## src/pkg/smm_gate_pkg.sv

```systemverilog
package smm_gate_pkg;
   // Minimum lead of mask release ahead of the acknowledge, in I/O clocks
   localparam int unsigned MASK_LEAD_CLKS = 1;
   // Reset values of the glue outputs and of the processor acknowledge
   localparam logic MASK_RST = 1'b0;
   localparam logic REQ_RST  = 1'b0;
   localparam logic ACK_RST  = 1'b0;
   // Interlock strategy selected in the glue logic
   typedef enum logic [1:0] {
      MODE_HOLD_REQ = 2'b00,  // Hold off the request until the mask is released
      MODE_TIMED    = 2'b01,  // Release the mask and wait the lead before the request
      MODE_NONE     = 2'b11   // Management memory below 1 MB, no interlock needed
   } interlock_e;
   // Processor management-mode sequence
   typedef enum logic [2:0] {
      CPU_IDLE    = 3'b000,
      CPU_SAVE    = 3'b001,
      CPU_HANDLER = 3'b011,
      CPU_RESTORE = 3'b010
   } cpu_state_e;
   localparam logic [3:0] SAVE_CYCLES    = 4'h4;
   localparam logic [3:0] RESTORE_CYCLES = 4'h4;
endpackage : smm_gate_pkg

```

## src/pkg/smm_link_if.sv

```systemverilog
`timescale 1ns/100ps
interface smm_link_if;
   logic maskIn;        // Gated address-bit-20 mask seen by the processor
   logic smmRequest;    // Management interrupt request
   logic smmActiveAck;  // Processor is in management mode
   logic saveCycle;     // Processor issues a state-save bus cycle
   logic restoreDone;   // Last restore bus cycle finished
   modport cpu  (input maskIn, input smmRequest, output smmActiveAck,
                 output saveCycle, output restoreDone);
   modport glue (output maskIn, output smmRequest, input smmActiveAck,
                 input saveCycle, input restoreDone);
endinterface : smm_link_if

```

## src/hw/smm_cpu_end.sv

```systemverilog
`timescale 1ns/100ps
module smm_cpu_end
   import smm_gate_pkg::*;
(
   input  wire logic ref_clk,
   input  wire logic rst,
   smm_link_if.cpu   link,
   input  wire logic nmiPin,       // Non-maskable interrupt request, one-cycle pulse
   input  wire logic intrPin,      // Maskable interrupt request, level
   input  wire logic ifFlag,       // Software interrupt-enable flag
   input  wire logic exceptEvt,    // Exception vectoring to trap/fault, pulse
   input  wire logic handlerDone,  // Handler executed resume, pulse
   output logic      nmiTaken,     // NMI serviced, one-cycle pulse
   output logic      intrTaken,    // Maskable interrupt taken, high one cycle after each cycle IF and intrPin are both set in the handler
   output logic      maskSeen      // Mask level sampled during save cycles
);
   import smm_gate_pkg::*;

   cpu_state_e state_q, state_d;   // Management-mode sequence
   logic [3:0] cnt_q, cnt_d;       // Bus-cycle counter for save/restore
   logic       nmiBlk_q, nmiBlk_d; // NMI blocked
   logic       ackOut_q, ackOut_d; // Acknowledge register
   logic       nmiT_q, nmiT_d;
   logic       intT_q, intT_d;
   logic       seen_q, seen_d;

   // Next-state logic for the processor end
   always_comb begin
      state_d  = state_q;
      cnt_d    = cnt_q;
      nmiBlk_d = nmiBlk_q;
      ackOut_d = ackOut_q;
      nmiT_d   = 1'b0;
      intT_d   = 1'b0;
      seen_d   = seen_q;
      unique case (state_q)
         CPU_IDLE: begin
            if (link.smmRequest) begin
               state_d  = CPU_SAVE;
               ackOut_d = 1'b1;
               nmiBlk_d = 1'b1;
               cnt_d    = SAVE_CYCLES;
               seen_d   = 1'b0;
            end
         end
         CPU_SAVE: begin
            // Save starts in the same clock the ack rises
            if (link.maskIn) begin
               seen_d = 1'b1;                 // Hazard flag: mask active during save
            end
            cnt_d = cnt_q - 4'h1;
            if (cnt_q == 4'h1) begin
               state_d = CPU_HANDLER;
            end
         end
         CPU_HANDLER: begin
            // Interrupt taken only with IF set; it re-opens NMI
            if (ifFlag && intrPin) begin
               intT_d   = 1'b1;
               nmiBlk_d = 1'b0;
            end
            // Implementation-specific: exceptions also re-open NMI
            if (exceptEvt) begin
               nmiBlk_d = 1'b0;
            end
            if (handlerDone) begin
               state_d = CPU_RESTORE;
               cnt_d   = RESTORE_CYCLES;
            end
         end
         CPU_RESTORE: begin
            cnt_d = cnt_q - 4'h1;
            if (cnt_q == 4'h1) begin
               state_d  = CPU_IDLE;
               ackOut_d = 1'b0;
               nmiBlk_d = 1'b0;
            end
         end
         default: begin
            state_d = CPU_IDLE;               // Illegal code recovers
         end
      endcase
      // NMI serviced only when not blocked
      if (nmiPin && !nmiBlk_d && !nmiBlk_q) begin
         nmiT_d = 1'b1;
      end
   end

   // State registers
   always_ff @(posedge ref_clk) begin
      if (rst) begin
         state_q  <= CPU_IDLE;
         cnt_q    <= 4'h0;
         nmiBlk_q <= 1'b0;
         ackOut_q <= ACK_RST;
         nmiT_q   <= 1'b0;
         intT_q   <= 1'b0;
         seen_q   <= 1'b0;
      end else begin
         state_q  <= state_d;
         cnt_q    <= cnt_d;
         nmiBlk_q <= nmiBlk_d;
         ackOut_q <= ackOut_d;
         nmiT_q   <= nmiT_d;
         intT_q   <= intT_d;
         seen_q   <= seen_d;
      end
   end

   assign link.smmActiveAck = ackOut_q;
   assign link.saveCycle    = (state_q == CPU_SAVE);
   assign link.restoreDone  = (state_q == CPU_RESTORE) && (cnt_q == 4'h1);
   assign nmiTaken  = nmiT_q;
   assign intrTaken = intT_q;
   assign maskSeen  = seen_q;
endmodule : smm_cpu_end

```

## src/flat_wrapper.sv

```systemverilog
// flat-port wrapper written by rule: the top's interface ports become plain ports
module smm_cpu_end_flat import smm_gate_pkg::*;
  (ref_clk, rst, nmiPin, intrPin, ifFlag, exceptEvt, handlerDone, nmiTaken, intrTaken, maskSeen, link_maskIn, link_smmRequest, link_smmActiveAck, link_saveCycle, link_restoreDone);
  smm_link_if link_i ();
  input  wire logic ref_clk;
  input  wire logic rst;
  input  wire logic nmiPin;
  input  wire logic intrPin;
  input  wire logic ifFlag;
  input  wire logic exceptEvt;
  input  wire logic handlerDone;
  output logic nmiTaken;
  output logic intrTaken;
  output logic maskSeen;
  input wire logic [$bits(link_i.maskIn)-1:0] link_maskIn;
  input wire logic [$bits(link_i.smmRequest)-1:0] link_smmRequest;
  output wire logic [$bits(link_i.smmActiveAck)-1:0] link_smmActiveAck;
  output wire logic [$bits(link_i.saveCycle)-1:0] link_saveCycle;
  output wire logic [$bits(link_i.restoreDone)-1:0] link_restoreDone;
  assign link_i.maskIn = link_maskIn;
  assign link_i.smmRequest = link_smmRequest;
  assign link_smmActiveAck = link_i.smmActiveAck;
  assign link_saveCycle = link_i.saveCycle;
  assign link_restoreDone = link_i.restoreDone;
  smm_cpu_end u_core (.ref_clk(ref_clk), .rst(rst), .link(link_i), .nmiPin(nmiPin), .intrPin(intrPin), .ifFlag(ifFlag), .exceptEvt(exceptEvt), .handlerDone(handlerDone), .nmiTaken(nmiTaken), .intrTaken(intrTaken), .maskSeen(maskSeen));
endmodule
```

## config.mk

```make
export PLATFORM = sky130hd
export DESIGN_NAME = smm_cpu_end_flat
export DESIGN_NICKNAME = d
export VERILOG_FILES = /design/src/pkg/smm_gate_pkg.sv /design/src/pkg/smm_link_if.sv /design/src/hw/smm_cpu_end.sv /design/src/flat_wrapper.sv
export SDC_FILE = /design/constraint.sdc
export NUM_CORES = 1
export LEC_CHECK = 0
export BUFFER_PORTS_ARGS = -buffer_cell sky130_fd_sc_hd__buf_4
export CAP_MARGIN = 20
export CORE_AREA = 2 2 39 41
export DETAILED_ROUTE_END_ITERATION = 8
export DIE_AREA = 0 0 41 43
export GPL_TIMING_DRIVEN = 0
export PLACE_DENSITY = 0.71
export REMOVE_ABC_BUFFERS = 1
export SLEW_MARGIN = 20
export SYNTH_ARGS = -nofsm -noshare
export SYNTH_HDL_FRONTEND = slang
export SYNTH_SLANG_ARGS = --single-unit
```

## constraint.sdc

```tcl
create_clock -name ref_clk -period 1.9 [get_ports ref_clk]
set_input_delay 0.095 -clock ref_clk [delete_from_list [all_inputs] [get_ports ref_clk]]
set_output_delay 0.095 -clock ref_clk [all_outputs]
set_load 0.005 [all_outputs]
```

Yosys cells after proc, flatten, opt, wreduce, memory -nomap -nowiden
Cells that the tools add are included.
Storage, ports and cells
  input port bits: 9
  output and inout bits: 6
  bits in registers: 12
Operators by class
  muxes and demuxes: 21
  reductions and logical operators: 16
  equal/unequal tests: 9
  $add $sub $neg: 1
  bitwise gates (word level): 1
Operators with widths (number)
  2-to-1 mux 3 bit: 4
  case mux 3 bit (4 select lines): 1
  case mux 4 bit (3 select lines): 1
  2-to-1 mux 1 bit: 10
  AND reduction 3 bit: 3
  2-to-1 mux 4 bit: 2
  equality test 3 x 2 -> 1 bit, second input constant: 2
  != test 2 bit, second input constant: 3
  equality test 4 x 1 -> 1 bit, second input constant: 1
  logical AND 1 bit: 4
  != test 2 x 1 -> 1 bit, second input constant: 2
  case mux 1 bit (2 select lines): 2
  AND reduction 4 bit: 1
  nonzero test 2 bit: 2
  OR reduction 2 bit: 2
  subtractor 4 x 1 -> 4 bit, second input constant: 1
  equality test 3 x 1 -> 1 bit, second input constant: 1
  zero test 3 bit: 1
  case mux 1 bit (3 select lines): 1
  nonzero test 3 bit: 1
  zero test 1 bit: 2
  NOT 1 bit: 1

Longest topological paths before layout
Gate-level depths: netlist of run 1.
  depth after elaboration: 8
  mapped depth: 5
  depth with buffers taken out: 5

Worst setup path before layout of run 1
No wires, ideal clock.
  path kind: flip-flop to flip-flop
  start point: register u_core.state_q[1]
  end point: register u_core.state_q[1]
  clock period less this slack: 1.749 ns
  path slack: 0.151 ns
  data required time: 1.779 ns
  library setup time: 0.121 ns
  path buffers: 0
  data arrival time: 1.629 ns
  cell stages (with the launch flop): 6
  path through: dfxtp_1 > inv_1 > ha_1 > or2_2 > a211oi_1 > mux2_2
On the way
  longest elaborated chain between the ends: 3
  elaborated cells on any way between the ends: 10
  those cells by class: eq/ne (7); mux (1); reduce/logical (2)
RTL lines
  start: declaration: RTL line smm_cpu_end.sv:19  | cpu_state_e state_q, state_d;
  start signal: assignment: RTL line smm_cpu_end.sv:100  | state_q <= state_d;
  equality test 3 x 1 -> 1 bit (*)
  via link_saveCycle: RTL line flat_wrapper.sv:18  | output wire logic [$bits(link_i.saveCycle)-1:0] link_saveCycle;
  != test 2 x 1 -> 1 bit (no line)
  AND reduction 4 bit (no line)
Mark *: on every way through the listed nets, which the timed path passes. The rest lies on a longest branch.
A chain may end at the register's enable or synchronous reset.

Worst setup path in the final report of run 1
  start point: register u_core.state_q[1]
  end point: register u_core.state_q[1]
On the way
  longest elaborated chain between the ends: 3
  elaborated cells on any way between the ends: 10
  those cells by class: eq/ne (7); mux (1); reduce/logical (2)
RTL lines
  equality test 3 x 1 -> 1 bit, or another cell as far along: RTL line smm_cpu_end.sv:36  | unique case (state_q)
  != test 2 x 1 -> 1 bit (no line) / != test 2 bit (equally long branches)
  AND reduction 4 bit (no line)
Several ways; a longest one is shown, not always the timed one.

==> results.md, run 1 <==
- Initial DRC count: 6
- Die width: 41 um
- Reg-to-Reg Start: u_core.state_q[1]$_SDFFE_PP0P_
- CP Data Required Time: 2.06 ns
- Max-slew violations: 0
- TritonCTS Sinks: 11
- Status: completed
- Post-DR vias/cell: 5.375
- Pwr Total: 1.024 mW
- RePlAce Congestion: 0.7269
- Area leader, netlist: dfxtp_1
- Area after DPL: 744.5 um2
- Peak supply drop: 0.0006896 V
- Drt drc: 0
- Die Area: 1763 um2
- GR Overflow Total: 0
- H-Tree Depth: 1
- Syn-to-layout area delta: 24.50%
- Most used DFF post-synth: dfxtp_1
- Reg2reg end: u_core.state_q[1]$_SDFFE_PP0P_
- Largest net degree at the start of global routing: 12
- Core region area: 1384 um2
- CTS root buf: clkbuf_4
- TritonCTS Buffers: 3
- Startpoint type of the worst setup path: flop
- Crit end category: flop
- F_max: 550.3 MHz
- Port buffer count: 14
- RSZ-0062 raised after global routing: false
- Avg Cell Area, Syn: 8.776 um2
- Synth async-reset ratio: 0%
- Post-Syn Instances: 71
- FF-to-FF setup slack: 0.08 ns
- Crit path max fanout: 6
- Placed cells: 100
- FF+latch count, synth: 11
- Io pins: 15
- HP Start: nmiPin
- Yosys warns: 0
- Fill count: 131
- P_int: 635.5 uW
- Pwr Density: 1321 nW/um2
- Clock Tree Buf Depth: 2
- Setup violators final: 0
- DP Worst Slack: -0.04114 ns
- Critical Path Source: u_core.state_q[1]$_SDFFE_PP0P_
- Netlist cell types: 30
- Initial antenna violation count: 0
- Drt wl/cell: 12.19 um
- Clk_lat worst skew: 0.27 ns
- GRT Overall Usage: 16.83%
- Vias in the first global route: 525
- Post-CTS setup repair buffer count: 0
- Clock Skew: 0.001190 ns
- Initial core utilization: 45.03%
- Via count: 559
- EDFF count, synth: 0
- DP HPWL: 970.2 um
- Multi-input gate area: 377.9 um2
- Die H: 43 um
- Static Leak: 0.3543 nW
- Most frequent cells after synthesis: dfxtp_1 (11), inv_1 (7), a21oi_1 (6), ha_1 (6), nand2_1 (5)
- Clk network pwr share: 15.8%
- Gate power share: 49.1%
- Sw frac: 37.96%
- CTS tree: done
- Routed WL: 1268 um
- Final core utilization: 56.06%
- Design area: 775.7 um2
- Hold depth: 3
- Final-report hold violation count: 0
- Synth top area cells: dfxtp_1 (35%), ha_1 (12%), a21oi_1 (4.8%)
- Worst hold-check path type: in2reg
- Cell Count, Final, Fillers Out: 104
- Reg power frac: 35.1%
- Cell Area, Synth: 623.1 um2
- Max transition margin: 78.55%
- Fin Setup TNS: 0 ns
- Clk slew on worst S/H paths: 0.07 ns
- DRT antenna net count: 0
- Sw Pwr: 388.9 uW
- Register area: 220.2 um2
- Worst Tran Pin Value: 0.3211 ns
- Hold Slack: 0.05861 ns
- Critical path class: reg2reg
- Reg2Reg Depth: 5
- Hold Path End: u_core.nmiTaken$_SDFF_PP0_
- Resized cells post-CTS: 1
- Most common cell in the netlist: dfxtp_1
- Fin crit period: 1.817 ns
- Layout cells sized above 1: 28.41%
- Row count: 14
- Hold_buf cts: 0
- Nets@finish: 104
- Final period utilization: 95.64%
- Top-area cell type share of the netlist area: 35.34%
- Register area share after synthesis: 35.34%
- Final setup margin: 0.08275 ns
- First-pass DRT Iterations: 4
- Max-Cap Viols: 0
- CP arrival: 1.98 ns
- First-pass GRT wire length: 2001 um
- Inserted Diodes: 0
## worst max-delay path, cell delays in order (launching register included)
cell      delay [ns]
dfxtp_1         0.36
inv_1           0.08
ha_1            0.26
or2_2           0.33
a211oi_2        0.32
mux2_2          0.37
## cell families after synthesis
group | synth area share [%]
flops | 35.34
mux | 3.414
compound gates | 20.48
simple gates | 23.90
buf+inv | 4.819
fa+ha+maj | 12.05
## power by group through the flow
stage	sequential (mW)	combinational [mW]	clock, mW
6_report	0.360	0.503	0.162
5_1_grt	0.370	0.555	0.175
4_1_cts	0.360	0.503	0.167
3_5_place_dp	0.366	0.492	0
3_3_place_gp	0.362	0.477	0
2_1_floorplan	0.353	0.366	0
## cells in the final DEF, fill, tap and decap left out
| cell type | netlist | routed |
|---|---|---|
| buf_4 | 0 | 14 |
| dfxtp_1 | 11 | 11 |
| inv_1 | 7 | 7 |
| a21oi_1 | 6 | 6 |
| ha_1 | 6 | 6 |
| nand2_1 | 5 | 5 |
| nor2_1 | 4 | 4 |
| o21ai_0 | 3 | 3 |
| nand2b_1 | 3 | 3 |
| clkbuf_4 | 0 | 3 |
| nor2b_1 | 2 | 2 |
| nand4_1 | 2 | 2 |
| or2_2 | 2 | 2 |
| nor3_1 | 2 | 2 |
| or3b_4 | 1 | 1 |
| and3_1 | 1 | 1 |
| a31oi_1 | 1 | 1 |
| a311oi_1 | 1 | 1 |
| and2b_2 | 1 | 1 |
| a221o_1 | 1 | 1 |
| a2111oi_2 | 1 | 1 |
| a211oi_2 | 0 | 1 |
| mux2i_1 | 1 | 1 |
| nor3b_1 | 1 | 1 |
| o211a_1 | 1 | 1 |
| mux2_2 | 1 | 1 |
| nand4b_1 | 1 | 1 |
| o31a_2 | 1 | 1 |
| o31ai_1 | 1 | 1 |
| nor4_1 | 1 | 1 |
| a21o_1 | 1 | 1 |
| clkbuf_1 | 1 | 1 |
## worst max-delay path by stage
stage,slack [ns],cells after the start,endpoint
2_1_floorplan,0.15,5,u_core.state_q[1]$_SDFFE_PP0P_
3_3_place_gp,0.03,5,u_core.state_q[1]$_SDFFE_PP0P_
3_5_place_dp,-0.04,5,u_core.state_q[1]$_SDFFE_PP0P_
4_1_cts,0.07,5,u_core.state_q[1]$_SDFFE_PP0P_
5_1_grt,0.02,5,u_core.state_q[1]$_SDFFE_PP0P_
6_report,0.08,5,u_core.state_q[1]$_SDFFE_PP0P_
## per-layer routing
metal / vias up / GRT usage, % / routed length [um]
met3: 2 / 3.141 / 36
li1: 288 / - / -
met5: - / 0 / 0
met1: 262 / 18.57 / 571
met2: 7 / 27.81 / 649
met4: 0 / 10.00 / 11
## final cells by class
cell class	count	share of cell area, %
multi-input cells	52	48.71
flip-flops and latches	11	28.39
well taps	16	2.581
inverters	7	3.387
repair buffers	14	13.55
clock buffers	4	3.387
## state kept, by name (all words and copies together) (netlist names)
| register | flops |
|---|---|
| u_core.link.smmActiveAck | 1 |
| u_core.nmiTaken | 1 |
| u_core.nmiBlk_q | 1 |
| u_core.maskSeen | 1 |
| u_core.state_q | 2 |
| u_core.cnt_q | 4 |
| u_core.intrTaken | 1 |
Power figures use the tool's default switching activity.
==> inputs of run 2 (changes only) <==
Settings changed: ABC_AREA from default to 1, PLACE_DENSITY 0.71 to 0.73, SLEW_MARGIN 20 to default.
==> run 2 against run 1 <==
First-iteration DRC count shrank 33%. Count of clock-buffer cells in the layout did not move. Routed wire length fell by 5.3%. Sequential share of layout area fell by 0.93 points. Die area stayed put. Design area is 3.4% higher. Fmax up 35%. Clock skew is 0.0058 ns higher. Critical path type is now reg2out.
==> results.md, run 2 <==
- Status: completed
- Avg Cell Area, Syn: 7.040 um2
- Worst hold-check path type: in2reg
- Static Leak: 0.4191 nW
- Synth async-reset ratio: 0%
- Worst path depth: 5
- Reg-to-Reg Start: u_core.state_q[1]$_SDFFE_PP0P_
- Max transition margin: 86.75%
- Fin crit period: 1.350 ns
- Die H: 43 um
- Top-area cell type share of the netlist area: 34.38%
- Pwr Density: 1458 nW/um2
- FF+latch count, synth: 11
- Vias in the first global route: 502
- Max-Cap Viols: 0
- Port buffer count: 14
- Final core utilization: 57.96%
- F_max: 740.9 MHz
- Nets@finish: 126
- HP Start: nmiPin
- Final period utilization: 71.04%
- DP HPWL: 929.1 um
- Layout cells sized above 1: 23.64%
- Yosys warns: 0
- Synth top area cells: dfxtp_1 (34%), ha_1 (12%), nand2_1 (10%)
- Critical path class: reg2out
- Crit path max-delay family: flip-flops
- Critical Path Max Stage Delay: 0.36 ns
- Max reg flops: 4
- Worst Path Buf+Inv: 3
- Peak supply drop: 0.0006927 V
- H-Tree Depth: 1
- Post-Syn Instances: 91
- Routed WL: 1201 um
- GRT Overall Usage: 16.75%
- Die width: 41 um
- Largest registers: u_core.cnt_q: 4 flops, u_core.state_q: 2 flops
- Row count: 14
- Io pins: 15
- Initial DRC count: 4
- Hold Path End: u_core.nmiTaken$_SDFF_PP0_
- CTS root buf: clkbuf_4
- Register area share after synthesis: 34.37%
- Clock Skew: 0.007011 ns
- Worst Tran Pin Value: 0.1985 ns
- CP dominant cell by count: inv_1
- Most common cell after layout, fill and taps aside: nand2_1
- Syn-to-layout area delta: 25.20%
- Reg2Reg Depth: 8
- CP max-delay cell: dfxtp_1
- Resized cells post-CTS: 0
- Netlist cell types: 18
- Largest register by flop count: u_core.cnt_q
- Drt drc: 0
- Area leader, netlist: dfxtp_1
- CTS tree: done
- Clk_lat worst skew: 0.28 ns
- Final-report hold violation count: 0
- Via count: 577
- CP arrival: 1.25 ns
- Largest net degree at the start of global routing: 8
- RSZ-0062 raised after global routing: false
- Die Area: 1763 um2
- GR Overflow Total: 0
- TritonCTS Buffers: 3
- RePlAce Congestion: 0.7983
- Crit path max fanout: 4
- Cell Area, Synth: 640.6 um2
- CP cell instances: inv_1, ha_1, inv_1, nor2_1, buf_4
- Hold depth: 3
- Fill count: 124
- Setup violators final: 0
- Most common cell in the netlist: nand2_1
- FF-to-FF setup slack: 0.58 ns
- EDFF count, synth: 0
- DRT antenna net count: 0
- Drt wl/cell: 9.532 um
- Post-CTS setup repair buffer count: 0
- Post-DR vias/cell: 4.579
- Most frequent cells in the layout: nand2_1 (17), inv_1 (16), buf_4 (14)
- Most frequent cells after synthesis: nand2_1 (17), inv_1 (16), dfxtp_1 (11), nor2_1 (11)
- First-pass GRT wire length: 1925 um
- Fin Setup TNS: 0 ns
- Core region area: 1384 um2
- Inserted Diodes: 0
- Most used DFF post-synth: dfxtp_1
- Initial core utilization: 46.29%
- First-pass DRT Iterations: 3
- Clock Tree Buf Depth: 2
- TritonCTS Sinks: 11
- CP Data Required Time: 1.80 ns
- Reg2reg end: u_core.nmiBlk_q$_SDFF_PP0_
- Crit end category: primary output
- Clk slew on worst S/H paths: 0.08 ns
- Initial antenna violation count: 0
- Max-slew violations: 0
- Startpoint type of the worst setup path: flop
## run 2: cell count changes after synthesis, moves of 3 or more
cell / before / now
nor2_1: 4 / 11
inv_1: 7 / 16
nand3_1: 0 / 6
nand2_1: 5 / 17
nand2_2: 0 / 4
nand2b_1: 3 / 0
## run 2: worst min-delay path, delay by kind of cell
kind / cells / cell delay (ns)
buf+inv: 1 / 0.11
simple gates: 1 / 0.07
compound gates: 1 / 0.04
## run 2: how the worst max path moves through the flow
stage                                    from                            to  slack [ns]
5_1_grt        u_core.state_q[0]$_SDFFE_PP0P_  u_core.cnt_q[3]$_SDFFE_PP0P_        0.44
3_3_place_gp   u_core.state_q[0]$_SDFFE_PP0P_  u_core.cnt_q[3]$_SDFFE_PP0P_        0.63
4_1_cts        u_core.state_q[0]$_SDFFE_PP0P_              link_restoreDone        0.54
3_5_place_dp   u_core.state_q[0]$_SDFFE_PP0P_  u_core.cnt_q[3]$_SDFFE_PP0P_        0.60
6_report       u_core.state_q[0]$_SDFFE_PP0P_              link_restoreDone        0.55
2_1_floorplan  u_core.state_q[0]$_SDFFE_PP0P_  u_core.cnt_q[3]$_SDFFE_PP0P_        0.72
## run 2: kinds of logic (layout without fill, tap and decap cells)
family                     count (synthesis)  after routing  share of synthesized area, %
AOI/OAI and AO/OA                         11             11                         9.375
DFF                                       11             11                         34.37
and+or+nand+nor                           46             46                         34.18
buffers and inverters                     17             36                         10.35
adders and majority gates                  6              6                         11.72
## run 2: repair_timing
item                                    4_1_cts  5_1_grt
hold endpoints to repair                      3        0
hold buffers                                  1        0
endpoints found under the setup margin        0        0
## run 2: report_power, final
part           switching, mW  internal, mW  leakage (nW)  total, mW
Clock                 0.0879        0.0816        0.0150      0.169
Sequential            0.0652         0.321        0.0908      0.386
Combinational          0.347         0.267         0.313      0.614
## run 2: metal layers
layer | GRT usage [%] | up-vias | share of wire [%]
li1 | - | 320 | -
met1 | 19.93 | 239 | 47
met2 | 24.38 | 13 | 44
met3 | 3.141 | 5 | 5.7
met4 | 14.00 | 0 | 3.8
met5 | 0 | - | 0
## run 2: cell type report
cell class / instances / area (um2) / area share (%)
sequential: 11 / 220.2 / 27.46
clock buffer: 4 / 26.28 / 3.276
multi-input combinational: 63 / 354.1 / 44.15
timing repair buffer: 15 / 115.1 / 14.35
inverter: 17 / 66.31 / 8.268
tap: 16 / 20.02 / 2.496
## run 2: per-stage QoR
step / instances / cell area [um2] / setup slack (ns) / hold slack, ns / power (mW)
2_1_floorplan: 91 / 640.6 / 0.7216 / 0.1641 / 0.8522
3_3_place_gp: 121 / 765.7 / 0.6293 / 0.2884 / 0.9957
5_1_grt: 126 / 802.0 / 0.4420 / 0.07290 / 1.295
6_report: 126 / 802.0 / 0.5503 / 0.07270 / 1.169
4_1_cts: 126 / 802.0 / 0.5417 / 0.06773 / 1.177
3_5_place_dp: 121 / 765.7 / 0.6040 / 0.2892 / 1.005
==> inputs of run 3 (changes only) <==
Settings changed: ABC_AREA 1 to 0, CORE_AREA 2 2 39 41 to default, CORE_MARGIN from default to 2, CORE_UTILIZATION from default to 45, DIE_AREA 0 0 41 43 to default, PLACE_DENSITY 0.73 to 0.72.
Clock period 1.9 ns to 1.2 ns, I/O delays scaled along.
==> run 3 against run 2 <==
The run now ends with setup timing left. Routed wire length is 30% higher. Largest power group unchanged. Sequential power grew 60%. Global-route usage increased by 4.1 points. First-iteration DRC count is 100% lower. Clock skew decreased by 0.0049 ns. Die area is 3.7% lower. Clock power up 57%. Sequential share of layout area down 3.6 points. Register-to-register slack worse by 1.0 ns. Core utilization increased by 16 points. Non-clock buffer count up 6. Setup slack worse by 1.0 ns.
==> results.md, run 3 (same netlist as run 1, synthesis figures left out) <==
- F_max: 601.8 MHz
- DRT antenna net count: 0
- Initial DRC count: 0
- CTS tree: done
- Clock Skew: 0.002090 ns
- Max-Cap Viols: 0
- Peak supply drop: 0.001594 V
- Final setup margin: -0.4617 ns
- Reg2reg end: u_core.nmiTaken$_SDFF_PP0_
- Multi-input gate area: 494.2 um2
- Crit end category: flop
- Initial antenna violation count: 0
- FF-to-FF setup slack: -0.46 ns
- Layout cells sized above 1: 55.79%
- Hold_buf cts: 0
- CTS root buf: clkbuf_4
- Port buffer count: 14
- Syn-to-layout area delta: 55.02%
- GRT Overall Usage: 20.83%
- Nets@finish: 111
- Clk slew on worst S/H paths: 0.07 ns
- Static Leak: 0.4103 nW
- Die width: 41.21 um
- Most common cell after layout, fill and taps aside: buf_4
- Fin crit period: 1.662 ns
- Drt drc: 0
- Reg-to-Reg Start: u_core.cnt_q[1]$_SDFFE_PP0P_
- Largest register by flop count: u_core.cnt_q
- DP HPWL: 1028 um
- Largest net degree at the start of global routing: 12
- Pwr Density: 2221 nW/um2
- Row count: 13
- TritonCTS Buffers: 3
- Clock Tree Buf Depth: 2
- GR Overflow Total: 0
- Inserted Diodes: 0
- Largest registers: u_core.cnt_q: 4 flops, u_core.state_q: 2 flops
- Routed WL: 1563 um
- Area after DPL: 743.2 um2
- Drt wl/cell: 14.21 um
- CP Data Required Time: 1.38 ns
- Most frequent cells in the layout: buf_4 (19), dfxtp_1 (7), nand2_1 (5), a21oi_1 (5)
- Via count: 603
- Fin Setup TNS: -2.115 ns
- Final period utilization: 138.5%
- Fill count: 102
- Initial core utilization: 47.88%
- Vias in the first global route: 532
- Critical path class: reg2reg
- Hold Path End: u_core.nmiTaken$_SDFF_PP0_
- First-pass DRT Iterations: 1
- Violated checks: setup timing
- Final-report hold violation count: 0
- Die Area: 1698 um2
- Status: finished with violations
- Io pins: 15
- Worst Tran Pin Value: 0.2407 ns
- H-Tree Depth: 1
- Max reg flops: 4
- Design area: 965.9 um2
- RSZ-0062 raised after global routing: true
- RePlAce Congestion: 0.7071
- Max transition margin: 83.91%
- CP arrival: 1.84 ns
- HP Start: nmiPin
- First-pass GRT wire length: 2208 um
- Startpoint type of the worst setup path: flop
- Register area: 230.2 um2
- Setup violators final: 8
- Post-DR vias/cell: 5.482
- Max-slew violations: 0
- Clk_lat worst skew: 0.28 ns
- Reg2Reg Depth: 5
- TritonCTS Sinks: 11
- Hold depth: 3
- Die H: 41.21 um
- Core region area: 1301 um2
- Worst hold-check path type: in2reg
- Crit path max fanout: 4
[run 3: final cells by class]
class,instances,area share (%)
sequential,11,23.83
multi-input combinational,52,51.17
inverter,7,3.238
tap,15,1.943
timing repair buffer,21,17.10
clock buffer,4,2.720
[run 3: timing repair]
item,CTS,global route
pin swaps,5,6
setup buffers,6,1
endpoints found under the setup margin,11,10
resized for setup,23,16
[run 3: metrics by stage]
| stage | hold WS (ns) | utilization (%) | instances | power (mW) | worst slack, ns |
|---|---|---|---|---|---|
| floorplan | 0.1291 | - | 70 | 1.138 | -0.5494 |
| global placement | 0.3081 | 57.12 | 99 | 1.331 | -0.6938 |
| detailed placement | 0.3180 | 57.12 | 99 | 1.356 | -0.6986 |
| CTS | 0.02341 | 68.75 | 109 | 1.964 | -0.4549 |
| global route | 0.03758 | 74.23 | 110 | 2.303 | -0.5517 |
| finish | 0.02329 | 74.23 | 110 | 2.145 | -0.4617 |
[run 3: how the worst max path moves through the flow]
stage | startpoint | endpoint | cells past startpoint | slack (ns)
detailed placement | u_core.state_q[1]$_SDFFE_PP0P_ | u_core.state_q[1]$_SDFFE_PP0P_ | 5 | -0.70
finish | u_core.cnt_q[1]$_SDFFE_PP0P_ | u_core.nmiTaken$_SDFF_PP0_ | 5 | -0.46
floorplan | u_core.state_q[1]$_SDFFE_PP0P_ | u_core.state_q[1]$_SDFFE_PP0P_ | 5 | -0.55
global route | u_core.cnt_q[0]$_SDFFE_PP0P_ | u_core.nmiTaken$_SDFF_PP0_ | 4 | -0.55
CTS | u_core.cnt_q[1]$_SDFFE_PP0P_ | u_core.nmiTaken$_SDFF_PP0_ | 5 | -0.45
global placement | u_core.state_q[1]$_SDFFE_PP0P_ | u_core.state_q[1]$_SDFFE_PP0P_ | 5 | -0.69
[run 3: routing by layer]
layer	track usage [%]	share of wire, %
met1	22.95	42
met2	36.72	55
met3	5.435	1.7
met4	9.677	1.5
met5	0	0
[run 3: worst max-delay path, stage by stage (launching register included)]
cell and delay [ns]:
dfxtp_2 0.33, inv_2 0.07, ha_4 0.11, or3b_4 0.40, a221o_1 0.37, a2111oi_2 0.28
[run 3: where the power goes]
group | internal, mW | switching (mW) | leakage [nW]
combinational | 0.712 | 0.552 | 0.303
clock | 0.129 | 0.136 | 0.0150
sequential | 0.495 | 0.122 | 0.0926
total | 1.34 | 0.810 | 0.410
